## src/logic/level_cfg_pkg.sv

```systemverilog
// constants, types and helpers shared by the interrupt level configuration block
package level_cfg_pkg;

  // register byte offsets on the apb bus
  localparam logic [11:0] level_off = 12'h000;
  localparam logic [11:0] status_off = 12'h004;
  localparam logic [11:0] mask_off = 12'h008;
  localparam logic [11:0] request_off = 12'h00c;

  // level field layout
  localparam int level_w = 3;
  localparam int ecc_lsb = 0;
  localparam int wto_lsb = 8;
  localparam logic [2:0] level_reset = 3'h0;
  localparam logic [2:0] level_off_code = 3'h0;

  // status and mask layout: event bits then overrun bits
  localparam int src_n = 2;
  localparam int src_ecc = 0;
  localparam int src_wto = 1;
  localparam int ovr_lsb = 2;
  localparam int stat_w = 4;
  localparam logic [3:0] stat_reset = 4'h0;
  localparam logic [3:0] mask_reset = 4'h0;

  typedef logic [2:0] level_t;

  typedef enum logic [2:0] {
    sel_level,
    sel_status,
    sel_mask,
    sel_request,
    sel_none
  } reg_sel_t;

  typedef enum logic {
    bus_idle,
    bus_access
  } bus_state_t;

  typedef struct packed {
    logic psel;
    logic penable;
    logic pwrite;
    logic [11:0] paddr;
    logic [31:0] pwdata;
  } apb_req_t;

  typedef struct packed {
    logic pready;
    logic [31:0] prdata;
    logic pslverr;
  } apb_rsp_t;

  // address decode, used for both the read answer and the write action
  function automatic reg_sel_t decode(input logic [11:0] addr);
    if (addr == level_off) begin
      decode = sel_level;
    end else if (addr == status_off) begin
      decode = sel_status;
    end else if (addr == mask_off) begin
      decode = sel_mask;
    end else if (addr == request_off) begin
      decode = sel_request;
    end else begin
      decode = sel_none;
    end
  endfunction : decode

  // assemble the level word; every other bit reads zero
  function automatic logic [31:0] level_word(input level_t ecc, input level_t wto);
    level_word = 32'h0;
    level_word[ecc_lsb +: level_w] = ecc;
    level_word[wto_lsb +: level_w] = wto;
  endfunction : level_word

endpackage : level_cfg_pkg

```

## src/logic/source_gate.sv

```systemverilog
// one interrupt source: sticky event flag, overrun flag and level-gated request
`timescale 1ns/1ps
module source_gate
  import level_cfg_pkg::*;
(
  input wire logic pclk,
  input wire logic presetn,
  input wire logic event_pulse,
  input wire level_cfg_pkg::level_t level,
  input wire logic clear,
  output logic pending,
  output logic overrun,
  output logic request
);

  typedef struct packed {
    logic pending;
    logic overrun;
    logic request;
  } gate_state_t;

  gate_state_t state_reg;
  gate_state_t state_next;

  // set beats clear so an event in the clearing cycle is kept
  always_comb begin
    state_next = state_reg;
    if (clear) begin
      state_next.pending = 1'b0;
      state_next.overrun = 1'b0;
    end
    if (event_pulse) begin
      state_next.pending = 1'b1;
      state_next.overrun = state_reg.pending & ~clear;
    end
    // code zero keeps the source off the priority path
    state_next.request = state_next.pending && (level != level_off_code);
  end

  always_ff @(posedge pclk or negedge presetn) begin
    if (!presetn) begin
      state_reg <= '0;
    end else begin
      state_reg <= state_next;
    end
  end

  assign pending = state_reg.pending;
  assign overrun = state_reg.overrun;
  assign request = state_reg.request;

endmodule : source_gate

```

## src/logic/interrupt_level_config.sv

```systemverilog
// apb register block holding the ecc and write-timeout interrupt levels
//
// Design decisions made here: the APB interface to the registers and the address map.
`timescale 1ns/1ps
module interrupt_level_config
  import level_cfg_pkg::*;
(
  input wire logic pclk,
  input wire logic presetn,
  input wire level_cfg_pkg::apb_req_t apb_req,
  output level_cfg_pkg::apb_rsp_t apb_rsp,
  input wire logic ecc_error_event,
  input wire logic write_timeout_event,
  output level_cfg_pkg::level_t ecc_error_level,
  output level_cfg_pkg::level_t write_timeout_level,
  output logic ecc_error_req,
  output logic write_timeout_req,
  output logic irq
);

  // all block state except the gates' sticky flags and request flops in one record
  typedef struct packed {
    bus_state_t bus;
    apb_rsp_t rsp;
    level_t ecc_level;
    level_t wto_level;
    logic [3:0] mask;
    logic irq;
  } blk_state_t;

  blk_state_t state_reg;
  blk_state_t state_next;

  // per-source wiring between this block and the gates
  logic [1:0] src_event;
  logic [1:0] src_pending;
  logic [1:0] src_overrun;
  logic [1:0] src_request;
  level_t src_level [2];
  logic status_clear;
  logic [3:0] status_now;

  // access-phase handshake seen by the slave
  logic access_done;
  logic write_done;
  logic read_done;
  reg_sel_t access_sel;

  assign src_event[src_ecc] = ecc_error_event;
  assign src_event[src_wto] = write_timeout_event;

  // the gates see the stored fields, so a new level acts one cycle after the write
  assign src_level[src_ecc] = state_reg.ecc_level;
  assign src_level[src_wto] = state_reg.wto_level;

  // status word: event bits low, overrun bits above
  assign status_now = {src_overrun, src_pending};

  // a write or read takes effect only on the edge that completes the access
  assign access_done = apb_req.psel && apb_req.penable && state_reg.rsp.pready;
  assign write_done = access_done && apb_req.pwrite;
  assign read_done = access_done && !apb_req.pwrite;
  assign access_sel = decode(apb_req.paddr);

  // a completed read of status clears only the sources whose pending bit its answer reported, so an
  // event landing between the setup and the access edge is not lost
  assign status_clear = read_done && (access_sel == sel_status);

  // one gate per source keeps the sticky flag and the forwarded request
  for (genvar i = 0; i < src_n; i++) begin : g_src
    source_gate u_gate (
      .pclk(pclk),
      .presetn(presetn),
      .event_pulse(src_event[i]),
      .level(src_level[i]),
      .clear(status_clear && state_reg.rsp.prdata[i]),
      .pending(src_pending[i]),
      .overrun(src_overrun[i]),
      .request(src_request[i])
    );
  end

  // read mux for the setup cycle; the answer is registered for the access phase
  function automatic logic [31:0] read_value(input reg_sel_t sel);
    logic [31:0] word;
    word = 32'h0;
    if (sel == sel_level) begin
      word = level_word(state_reg.ecc_level, state_reg.wto_level);
    end else if (sel == sel_status) begin
      word[stat_w-1:0] = status_now;
    end else if (sel == sel_mask) begin
      word[stat_w-1:0] = state_reg.mask;
    end else if (sel == sel_request) begin
      word[src_n-1:0] = src_request;
    end
    read_value = word;
  endfunction : read_value

  // next-state logic: bus handshake, register writes and interrupt line
  always_comb begin
    state_next = state_reg;
    case (state_reg.bus)
      bus_idle: begin
        state_next.rsp.pready = 1'b0;
        // setup cycle: prepare the answer so it stands throughout the access phase
        if (apb_req.psel && !apb_req.penable) begin
          state_next.bus = bus_access;
          state_next.rsp.pready = 1'b1;
          state_next.rsp.pslverr = (access_sel == sel_none);
          if (apb_req.pwrite) begin
            state_next.rsp.prdata = 32'h0;
          end else begin
            state_next.rsp.prdata = read_value(access_sel);
          end
        end
      end
      bus_access: begin
        // the answer lasts one access cycle with no wait states
        if (access_done) begin
          state_next.bus = bus_idle;
          state_next.rsp.pready = 1'b0;
          state_next.rsp.pslverr = 1'b0;
          state_next.rsp.prdata = 32'h0;
        end else if (!apb_req.psel) begin
          // master walked away: drop the answer rather than hang
          state_next.bus = bus_idle;
          state_next.rsp.pready = 1'b0;
          state_next.rsp.pslverr = 1'b0;
          state_next.rsp.prdata = 32'h0;
        end
      end
      default: begin
        state_next.bus = bus_idle;
        state_next.rsp.pready = 1'b0;
      end
    endcase

    // register writes; status and request views are read only
    if (write_done) begin
      if (access_sel == sel_level) begin
        // only the two level fields are stored, reserved bits are dropped
        state_next.ecc_level = apb_req.pwdata[ecc_lsb +: level_w];
        state_next.wto_level = apb_req.pwdata[wto_lsb +: level_w];
      end else if (access_sel == sel_mask) begin
        state_next.mask = apb_req.pwdata[stat_w-1:0];
      end
    end

    // level line: high while any unmasked sticky bit stands
    state_next.irq = |(status_now & state_reg.mask);
  end

  // single register stage for the whole record; the gates keep their own flops
  always_ff @(posedge pclk or negedge presetn) begin
    if (!presetn) begin
      state_reg.bus <= bus_idle;
      state_reg.rsp <= '0;
      state_reg.ecc_level <= level_reset;
      state_reg.wto_level <= level_reset;
      state_reg.mask <= mask_reset;
      state_reg.irq <= 1'b0;
    end else begin
      state_reg <= state_next;
    end
  end

  // outputs come straight from flops
  assign apb_rsp = state_reg.rsp;
  assign ecc_error_level = state_reg.ecc_level;
  assign write_timeout_level = state_reg.wto_level;
  assign ecc_error_req = src_request[src_ecc];
  assign write_timeout_req = src_request[src_wto];
  assign irq = state_reg.irq;

endmodule : interrupt_level_config

```

## config.mk

```make
export PLATFORM = sky130hd
export DESIGN_NAME = interrupt_level_config
export DESIGN_NICKNAME = d
export VERILOG_FILES = /design/src/logic/level_cfg_pkg.sv /design/src/logic/source_gate.sv /design/src/logic/interrupt_level_config.sv
export SDC_FILE = /design/constraint.sdc
export NUM_CORES = 1
export LEC_CHECK = 0
export BUFFER_PORTS_ARGS = -buffer_cell sky130_fd_sc_hd__buf_2
export CAP_MARGIN = 20
export CORE_AREA = 2 2 66 68
export CTS_BUF_LIST = sky130_fd_sc_hd__clkbuf_4
export DETAILED_ROUTE_END_ITERATION = 7
export DIE_AREA = 0 0 68 70
export GPL_TIMING_DRIVEN = 0
export HOLD_SLACK_MARGIN = 0.05
export PLACE_DENSITY = 0.78
export SLEW_MARGIN = 0
export SYNTH_ARGS = -nofsm -noshare
export SYNTH_HDL_FRONTEND = slang
export SYNTH_HIERARCHICAL = 1
export SYNTH_SLANG_ARGS = --single-unit
```

## constraint.sdc

```tcl
create_clock -name pclk -period 1.8 [get_ports pclk]
set_clock_uncertainty 0.2 [all_clocks]
set_input_delay 0.09 -clock pclk [delete_from_list [all_inputs] [get_ports pclk]]
set_output_delay 0.09 -clock pclk [all_outputs]
set_load 0.1 [all_outputs]
```

---- Yosys cells after proc, flatten, opt, wreduce, memory -nomap -nowiden ----
Cells that the tools add are included.
word-level totals
  input port bits ......................... 51
  register bits ........................... 52
  output and inout bits ................... 43
  logic and storage cells ................. 71
operators by class
  reductions and logical operators ........ 22
  equal/unequal tests ..................... 9
  muxes and demuxes ....................... 19
  bitwise logic cells ..................... 7
operators with widths
  operator               count
  $mux W35               3
  $pmux W35 S2           1
  $eq A12 B4 Y1 const B  2
  $mux W2                7
  $eq A12 B3 Y1 const B  1
  $logic_not A12 Y1      1
  $mux W3                4
  $mux W11               1
  $logic_and A1 B1 Y1    10
  $mux W4                2
  $mux W7                1
  $eq A3 B2 Y1 const B   2
  $reduce_bool A3 Y1     2
  $and A4 B4 Y4          1
  $not A1 Y1             4
  $reduce_and A2 Y1      2
  $reduce_bool A2 Y1     2
  $reduce_or A4 Y1       1
  $eq A3 B1 Y1 const B   1
  $eq A3 B3 Y1 const B   1
  $logic_not A3 Y1       1
  $ne A3 B2 Y1 const B   1
  $reduce_and A3 Y1      1
  $and A1 B1 Y1          2
  2 further kinds        3

---- Depth between registers and ports, before layout ----
Gate-level depths: netlist (run 1).
  depth after elaboration ................. 13
  gate-level depth with buffers ........... 7

---- By module ----
Netlist (run 1), hierarchy kept.
modules (own cells, without submodules)
  module                  area each (um2)  sequential area each (um2)  cells an instance  times used
  interrupt_level_config  1,330.0          525.5                       128                1
  source_gate             118.9            75.1                        8                  2

---- Worst setup path before layout (run 1) ----
Ideal clock, no wire load.
  path type ............................... input port to flip-flop
  start point ............................. input apb_req[39] (netlist bit)
  end point ............................... register state_reg[1] (netlist bit)
  arrival time ............................ 1,991 ps
  stages .................................. 4
  buffers on the path ..................... 0
  data required time ...................... 1,475 ps
  slack ................................... -516 ps
  path through ............................ or4_4 or4_4 or4b_4 mux2_4
between the ends
  cells in the longest elaborated chain, start to end .. 8
RTL lines
  element                               RTL line                       source
  start, declared                       interrupt_level_config.sv:10   input wire level_cfg_pkg::apb_req_t apb_req,
  $eq A12 B4 Y1                         level_cfg_pkg.sv:63            end else if (addr == request_off) begin
  $mux W3                               level_cfg_pkg.sv:63
  $mux W3                               level_cfg_pkg.sv:61            end else if (addr == mask_off) begin
  $mux W3                               level_cfg_pkg.sv:59            end else if (addr == status_off) begin
  $mux W3 *                             level_cfg_pkg.sv:57            if (addr == level_off) begin
  $logic_not A3 Y1                      interrupt_level_config.sv:140  if (access_sel == sel_level) begin
  $not A1 Y1 (no source line)           --
  $reduce_and A3 Y1 (no source line) *  --
  end signal, assigned                  interrupt_level_config.sv:163  state_reg <= state_next;
  end, declared                         interrupt_level_config.sv:31   blk_state_t state_reg;
Mark *: on every way between the ends. The rest lies on a longest branch, timed or not.
A chain may end at the register's enable or synchronous reset.

---- Worst setup path after layout (run 1) ----
  start point ............................. input apb_req[43] (netlist bit)
  end point ............................... register state_reg[4] (netlist bit)
Same word-level chain as after synthesis.

==> run summary, run 1 <==
Initial Util - 37.8%
GPL Wtd Cong - 0.829
Synth Cell Area - 1570 sq um
Post-synth EDFFs - 0
post-synth top area cell - dfrtp_1
RSZ-0062 raised after global routing - yes
power density cells - 589 nW/um^2
Root Buffer - clkbuf_4
drc violations - 0
Tot GR Track Use - 14.2%
FF-to-FF End - state_reg[4]
fmax - 0.490 GHz
internal reg-to-reg setup slack - -0.01 ns
crit path kind - in2reg
post-DR wirelength/cell - 11.3 um
Post-DP Area - 1950 sq um
TritonRoute pass-1 iters - 4
routed wl met3 - 221 um
fin area - 2260 sq um
Area growth, synth to finish - 44.2%
xor/xnor share of the synthesized area - 0%
setup slack after layout - -0.241 ns
total length of routed wires - 3.24 mm
setup TNS - -1.92 ns
top-count cell post-synth - buf_4
clock slew at reported path FFs - 0.15 ns
via/cell ratio - 4.32
vias in the first global route - 1107
Yosys Warn Count - 6
# port buffers - 42
final setup vio count - 12
Hold Vio Cnt, Final - 0
fin crit share - 113%
total congestion overflow - 0
die area - 4760 sq um
mux share of post-synthesis cell area - 11.4%
Worst Path Max Fanout - 4
largest net degree at the start of global routing - 28
post-synthesis cell count - 144
initial antenna violation count - 0
Hold/Removal Path Class - in2async
Slew @ Worst Pin - 0.579 ns
sequential fraction of the synthesis area - 43.1%
top cells by area, synth - dfrtp_1 43%, buf_4 19%, mux2_2 5.0%
met1 wire length - 1.32 mm
run status - finished, violations left
Vias - 1243
Clock Tree Buf Depth - 2
Reg2Reg Depth - 3
Async SR Flop Fraction - 100%
IO Pins - 94
Post-synth top cells - 40 x buf_4, 27 x dfrtp_1, 7 x mux2_2, 6 x nand2_1, 5 x nor2b_1
Final min period - 2.04 ns
total CTS buffers - 3
Post-Synth Simple-Gate Area - 15.7%
Final ANT Viol Nets - 0
main combinational cell family by area after synthesis - buffers and inverters
Fillers - 370
Starting DRT DRC Count - 65
reg2reg start - apb_rsp[33]
crit start category - primary input
relative slew slack - 61.4%
CTS tree - done
Clock Latency Late Sink - 0.34 ns
Worst EP arrival - 2.08 ns
Synth top area share - 43.1%
CP Capture Point - state_reg[4]
Max VDD drop - 0.000274 V
max reg flops - 9
Met2 Wirelength - 1.63 mm
Synth Area in Compound Gates - 9.42%
Max Cap Viol - 0
area share of fa/ha/maj cells after synthesis - 0%
Avg Synthesized Cell Area - 10.9 sq um
Placeable Area - 4140 sq um
H-tree Lvls - 1
CP startpoint - apb_req[43]
Final #Nets - 288
post-DP HPWL - 2.36 mm
Pleak - 1.25 nW
share of cells above drive strength 1 - 53.0%
Die Y - 70 um
num rows - 24
Chip Width - 68 um
failing checks - setup timing
diode count - 0
count of cell types in the netlist - 34
Synth Flop Type - dfrtp_1
Worst EP required - 1.84 ns
DR top layer - met4
first-pass GRT wire length - 5.13 mm
#FFs+latches synth - 27
Slew Limit Fails - 0
critical path endpoint category - flop
clock sink count - 27
## through the flow
| stage | hold WS (ns) | util [%] | cells | setup slack [ns] | power (mW) |
|---|---|---|---|---|---|
| 5_1_grt | 0.0858 | 54.6 | 288 | -0.235 | 1.40 |
| 3_5_place_dp | -0.0666 | 47.1 | 262 | -0.701 | 1.03 |
| 6_report | 0.0667 | 54.6 | 288 | -0.241 | 1.33 |
| 4_1_cts | 0.0662 | 53.7 | 287 | -0.267 | 1.33 |
| 2_1_floorplan | -0.406 | - | 168 | -0.484 | 0.974 |
| 3_3_place_gp | -0.0779 | 47.1 | 262 | -0.680 | 1.03 |
## per-layer routing
| layer | up-vias | global-route usage (%) |
|---|---|---|
| met5 | - | 0 |
| met4 | 0 | 5.11 |
| met3 | 8 | 3.06 |
| met2 | 51 | 22.7 |
| met1 | 552 | 18.8 |
| li1 | 632 | - |
## layout make-up
class	instances	area (sq um)	area share, %
Tap cell	52	65.1	2.88
Clock inverter	1	7.51	0.332
Clock buffer	3	22.5	0.996
Timing Repair Buffer	64	428	18.9
Buffer	43	324	14.3
Multi-Input combinational cell	97	734	32.5
Inverter	1	3.75	0.166
Sequential cell	27	676	29.9
## cells by family (layout without fill, tap and decap cells)
kind of cell    count (synthesis)  count (layout)
mux                            15              15
flops                          27              27
buf+inv                        44             112
compound gates                 20              20
simple gates                   37              37
other cells                     1              25
## report_power, final
part / leakage (nW) / switching (mW) / internal [mW] / total (mW)
clock: 0.0139 / 0.190 / 0.0853 / 0.275
combinational: 0.888 / 0.325 / 0.113 / 0.438
sequential: 0.353 / 0.00488 / 0.613 / 0.618
total: 1.25 / 0.520 / 0.811 / 1.33
## repair_timing
action | CTS | global route
setup endpoints to repair | 17 | 22
pin swaps | 7 | 7
endpoints found under the hold margin | 50 | 0
buffers inserted | 6 | 1
resized for setup | 13 | 8
hold buffers | 15 | 0
## cell usage in the layout (no fill, tap or decap), types with 5 or more instances in the layout
cell type / count
buf_2: 40
nand2_1: 6
nor2b_1: 5
or4_4: 5
conb_1: 25
mux2_2: 7
dfrtp_1: 27
buf_4: 47
dlygate4sd3_1: 14
## worst min path at each step
stage / from / endpoint / cells after the start
floorplan: presetn / apb_rsp[0] / 0
global placement: presetn / apb_rsp[33] / 1
detailed placement: presetn / apb_rsp[33] / 1
CTS: apb_req[40] / apb_rsp[2] / 5
global route: presetn / apb_rsp[10] / 2
finish: presetn / apb_rsp[11] / 2
## worst max-delay path: stages
cell and delay [ns]:
buf_6 0.09, or4_4 0.52, or4_4 0.50, or4b_4 0.56, mux2_4 0.32
No activity file was read; power rests on OpenSTA's default activity.
==> inputs of run 2 (changes only) <==
Settings changed: CORE_AREA 2 2 66 68 to 2 2 67 69, CTS_BUF_LIST sky130_fd_sc_hd__clkbuf_4 to not set, DIE_AREA 0 0 68 70 to 0 0 69 71, PLACE_DENSITY 0.78 to 0.76.
==> run 2 against run 1 <==
Net effect: sequential power about the same; largest power group unchanged; highest routed layer unchanged; maximum frequency decreased by 5.2%; the run still ends with setup timing left; sequential share of layout area increased by 0.73 points; largest cell class is now multi-input gates; wire length decreased by 6.2%; global-route usage decreased by 0.91 points; register-to-register slack about the same; non-clock buffer count decreased by 6; via count decreased by 3.8%; clock-buffer cell count increased by 1; core utilization decreased by 2.1 points; die area increased by 2.9%; critical path type unchanged.
==> run summary, run 2 (same netlist as run 1, synthesis figures left out) <==
Hold/Removal Path Class - in2reg
internal reg-to-reg setup slack - -0.01 ns (about the same)
diode count - 0 (unchanged)
critical path endpoint category - flop
initial antenna violation count - 0 (unchanged)
H-tree Lvls - 1 (unchanged)
CTS tree - done
Worst Path Max Fanout - 4 (unchanged)
met3 usage - 2.28% (-0.78 points)
Slew Limit Fails - 0 (unchanged)
reg2reg start - state_reg[45]
Worst path max stage delay - 0.56 ns (about the same)
Slew @ Worst Pin - 0.572 ns (-0.00639 ns)
# placed instances - 262 (unchanged)
CP max stage cell - or4b_4
CP bufs+invs - 1 (unchanged)
Worst EP required - 1.76 ns (-0.08 ns)
commonest cells after routing, fill and taps aside - 43 x buf_4, 40 x buf_2, 27 x dfrtp_1
clock sink count - 27 (unchanged)
Post-DP Area - 1950 sq um (unchanged)
Chip Width - 69 um (+1.5%)
via/cell ratio - 4.24 (-1.7%)
crit path cell chain - buf_6 > or4_4 > or4_4 > or4b_4 > mux2_4
Placeable Area - 4200 sq um (+1.4%)
global route hottest layer - met2
fmax - 0.464 GHz (-5.2%)
failing checks - setup timing
Hold Vio Cnt, Final - 0 (unchanged)
fin area - 2210 sq um (-2.4%)
share of cells above drive strength 1 - 51.3% (-1.7 points)
power density cells - 630 nW/um^2 (+7.0%)
Clock Tree Buf Depth - 2 (unchanged)
total congestion overflow - 0 (unchanged)
most used cell along the critical path - or4_4
Final ANT Viol Nets - 0 (unchanged)
first-pass GRT wire length - 5.42 mm (+5.5%)
hold path endpoint - apb_rsp[0]
TritonRoute pass-1 iters - 4 (unchanged)
Starting DRT DRC Count - 25 (-62%)
Clock Latency Late Sink - 0.27 ns (-0.07 ns)
commonest non-fill, non-tap cell in the layout - buf_4
Area growth, synth to finish - 40.8%
grt met2 use - 22.4% (-0.22 points)
min-delay src - apb_req[32]
Root Buffer - clkbuf_8
Max Cap Viol - 0 (unchanged)
total CTS buffers - 3 (unchanged)
crit path kind - in2reg
GPL Wtd Cong - 0.832 (+0.33%)
RSZ-0062 raised after global routing - yes
FF-to-FF End - apb_rsp[9]
total length of routed wires - 3.04 mm (-6.2%)
Vias - 1196 (-3.8%)
IO Pins - 94 (unchanged)
GR Util met1 - 17.6% (-1.2 points)
Die Y - 71 um (+1.4%)
vias in the first global route - 1184 (+7.0%)
setup TNS - -2.50 ns (-0.586 ns)
fin crit share - 120% (+6.2 points)
final setup vio count - 13 (+1)
relative slew slack - 61.8% (+0.43 points)
crit start category - primary input
Hold WS - 0.0359 ns (-0.0307 ns)
Max VDD drop - 0.000280 V (+2.1%)
post-DP HPWL - 2.38 mm (+0.89%)
Initial Util - 37.3% (-0.54 points)
Min-Delay Path Depth - 3
post-DR wirelength/cell - 10.8 um (-4.2%)
clock slew at reported path FFs - 0.09 ns (-0.06 ns)
Final min period - 2.15 ns (+0.112 ns)
num rows - 24 (unchanged)
Worst EP arrival - 2.12 ns (+0.04 ns)
Final #Nets - 282 (-2.1%)
setup slack after layout - -0.353 ns (-0.112 ns)
drc violations - 0 (unchanged)
Finished Layout Cells - 282 (-2.1%)
Reg2Reg Depth - 4 (+1)
# port buffers - 42 (unchanged)
max reg flops - 9 (unchanged)
critical path depth - 5 (unchanged)
Tot GR Track Use - 13.3% (-0.91 points)
run status - finished, violations left
largest net degree at the start of global routing - 28 (unchanged)
die area - 4900 sq um (+2.9%)
Crit path max-delay family - simple AND/OR/NAND/NOR gates
Pleak - 1.22 nW (-2.7%)
-- run 2: changes by cell type in the layout (fill, tap and decap cells not counted), moves of 2 or more --
cell,change
nor2_1,-2
clkbuf_8,+3
o21ai_1,+4
nor2_2,+2
clkbuf_4,-3
o21ai_2,-4
buf_4,-4
-- run 2: worst max path at each step --
stage / startpoint / slack (ns) / endpoint
after global routing: apb_req[39] / -0.37 / state_reg[3]
after detailed placement: apb_req[39] / -0.71 / g_src[0].u_gate/pending
after floorplan: apb_req[39] / -0.48 / state_reg[1]
after global placement: apb_req[39] / -0.70 / g_src[0].u_gate/pending
final: apb_req[39] / -0.35 / state_reg[2]
after CTS: apb_req[40] / -0.35 / state_reg[2]
-- run 2: timing repair --
action,CTS,global route
setup buffers,2,2
endpoints found under the setup margin,17,19
gates resized for setup,11,6
pin swaps,8,8
hold endpoints to repair,46,0
hold buffers,13,0
-- run 2: report_power, final --
| part | leakage (nW) | switching [mW] | internal (mW) |
|---|---|---|---|
| combinational | 0.845 | 0.324 | 0.110 |
| sequential | 0.353 | 0.00464 | 0.612 |
| clock | 0.0228 | 0.181 | 0.159 |
-- run 2: area by class of cell --
| class | count | area (sq um) |
|---|---|---|
| Fill cell | 380 | 2000 |
| Multi-Input combinational cell | 97 | 722 |
| Sequential cell | 27 | 676 |
| Timing Repair Buffer | 59 | 387 |
| Buffer | 42 | 309 |
| Tap cell | 52 | 65.1 |
| Clock buffer | 4 | 45.0 |
| Inverter | 1 | 3.75 |
-- run 2: worst reg2reg max path, stage by stage (launching register included) --
cell and delay [ns]:
dfrtp_1 0.40, or4b_4 0.51, nor4_4 0.36, buf_4 0.18, a22o_1 0.11
-- run 2: per-layer routing --
layer | share of wire (%) | vias to the layer above
met3 | 4.6 | 5
met2 | 50 | 30
li1 | - | 618
met5 | 0 | -
met1 | 45 | 543
met4 | 1.2 | 0
-- run 2: per-stage QoR --
step                setup WS, ns  total power [mW]  util [%]
finish                    -0.353              1.39      52.5
global route              -0.370              1.45      52.5
CTS                       -0.348              1.39      52.2
detailed placement        -0.708              1.03      46.4
global placement          -0.697              1.03      46.4
floorplan                 -0.484             0.974         -
==> inputs of run 3 (changes only) <==
Settings changed: PLACE_DENSITY 0.76 to 0.74.
==> run 3 against run 2 <==
Net effect: clock-buffer cell count down 1; die area unchanged; global-route usage down 0.099 points; the flow still finishes with violations (setup timing); combinational power about the same; wire length up 4.5%; via count up 1.4%; total power up 0.64%; sequential share of layout area down 0.76 points.
==> run summary, run 3 (same netlist as run 1, synthesis figures left out) <==
run status - finished, violations left
failing checks - setup timing
# port buffers - 42 (unchanged)
GPL Wtd Cong - 0.854 (+2.7%)
power density cells - 618 nW/um^2 (-1.9%)
diode count - 0 (unchanged)
IO Pins - 94 (unchanged)
internal reg-to-reg setup slack - -0.01 ns (about the same)
Hold WS - 0.101 ns (+0.0647 ns)
fin area - 2260 sq um (+2.6%)
Reg2Reg Depth - 3 (-1)
total CTS buffers - 3 (unchanged)
Hold/Removal Path Class - in2reg
first-pass GRT wire length - 5.25 mm (-3.1%)
Fillers - 385 (+1.3%)
register area - 676 sq um (unchanged)
num rows - 24 (unchanged)
setup slack after layout - -0.361 ns (-0.00765 ns)
post-DP HPWL - 2.32 mm (-2.6%)
Chip Width - 69 um (unchanged)
Worst path max stage delay - 0.52 ns (-0.04 ns)
Layout Utilization - 53.8% (+1.3 points)
initial antenna violation count - 0 (unchanged)
vias in the first global route - 1142 (-3.5%)
Clock Latency Late Sink - 0.27 ns (about the same)
final setup vio count - 20 (+7)
Vias - 1213 (+1.4%)
via/cell ratio - 4.24 (about the same)
crit path cell chain - buf_6 > or4_4 > or4_4 > buf_6 > nor4b_4 > and2_4 > nor2b_4 > or2_1
Post-DP Area - 1950 sq um (unchanged)
max reg flops - 9 (unchanged)
Tot GR Track Use - 13.2% (-0.099 points)
Worst EP required - 1.77 ns (about the same)
CP max stage cell - or4_4
Max VDD drop - 0.000376 V (+35%)
Root Buffer - clkbuf_8
RSZ-0062 raised after global routing - yes
hold path endpoint - g_src[1].u_gate/overrun
relative slew slack - 61.7% (-0.11 points)
multi-input logic area - 731 sq um (+1.2%)
FF-to-FF End - state_reg[4]
min-delay src - apb_req[44]
clock slew at reported path FFs - 0.09 ns (about the same)
Clock Tree Buf Depth - 2 (unchanged)
Placeable Area - 4200 sq um (unchanged)
total congestion overflow - 0 (unchanged)
Worst Path Max Fanout - 2 (-2)
Pleak - 1.24 nW (+1.9%)
CTS tree - done
Max Cap Viol - 0 (unchanged)
post-route total power - 1.40 mW (+0.64%)
Starting DRT DRC Count - 34 (+36%)
share of cells above drive strength 1 - 52.6% (+1.3 points)
post-DR wirelength/cell - 11.1 um (+3.0%)
H-tree Lvls - 1 (unchanged)
CP bufs+invs - 2 (+1)
Final min period - 2.16 ns (+0.00765 ns)
Final ANT Viol Nets - 0 (unchanged)
commonest cells after routing, fill and taps aside - 44 x buf_4, 40 x buf_2, 27 x dfrtp_1
largest net degree at the start of global routing - 28 (unchanged)
Initial Util - 37.3% (unchanged)
Hold Vio Cnt, Final - 0 (unchanged)
Min-Delay Path Depth - 4 (+1)
commonest non-fill, non-tap cell in the layout - buf_4
reg2reg start - apb_rsp[33]
Die Y - 71 um (unchanged)
Final #Nets - 286 (+1.4%)
Crit path max-delay family - simple AND/OR/NAND/NOR gates
clock sink count - 27 (unchanged)
die area - 4900 sq um (unchanged)
Worst EP arrival - 2.13 ns (about the same)
Slew @ Worst Pin - 0.574 ns (+0.00172 ns)
crit start category - primary input
total length of routed wires - 3.18 mm (+4.5%)
fmax - 0.463 GHz (-0.35%)
TritonRoute pass-1 iters - 4 (unchanged)
drc violations - 0 (unchanged)
Area growth, synth to finish - 44.4%
crit path kind - in2reg
Slew Limit Fails - 0 (unchanged)
fin crit share - 120% (+0.43 points)
critical path endpoint category - flop
run 3: worst max-delay path by stage:
stage	depth (start not counted)	from	endpoint
global placement	7	apb_req[39]	g_src[0].u_gate/pending
detailed placement	7	apb_req[39]	g_src[0].u_gate/pending
finish	8	apb_req[43]	g_src[1].u_gate/pending
floorplan	4	apb_req[39]	state_reg[1]
global route	8	apb_req[43]	g_src[1].u_gate/pending
CTS	5	apb_req[36]	state_reg[3]
run 3: cell type report:
class / instances / area share, %
clock inverter: 1 / 0.332
buffer: 43 / 14.3
inverter: 1 / 0.166
multi-input combinational: 97 / 32.3
timing repair buffer: 62 / 18.4
clock buffer: 3 / 1.82
tap: 52 / 2.87
sequential: 27 / 29.9
run 3: report_power, final:
part	internal [mW]	leakage (nW)	switching, mW
Combinational	0.111	0.869	0.325
Sequential	0.612	0.353	0.00463
Clock	0.157	0.0217	0.189
run 3: routing by layer:
layer	vias to the layer above	track usage (%)	wire [um]
met5	-	0	0
met4	0	4.14	25
met3	4	2.71	169
met2	37	23.1	1650
met1	546	16.5	1330
li1	626	-	-
run 3: repair_timing:
action	4_1_cts	5_1_grt
gates resized for setup	13	8
hold endpoints to repair	46	0
endpoints found under the setup margin	17	23
setup buffers	5	1
pin swaps	6	13
hold buffers	14	0
run 3: per-stage QoR:
step,worst slack (ns),TNS (ns),std cells
final,-0.361,-3.49,286
after detailed placement,-0.705,-10.41,262
after CTS,-0.338,-3.32,285
after floorplan,-0.484,-5.36,168
after global placement,-0.698,-10.50,262
after global routing,-0.380,-3.77,286
run 3: worst reg2reg max path: cells and delay by family (launching register included):
kind	cells	cell delay [ns]
muxes	1	0.32
and+or+nand+nor	2	0.77
DFF	1	0.42
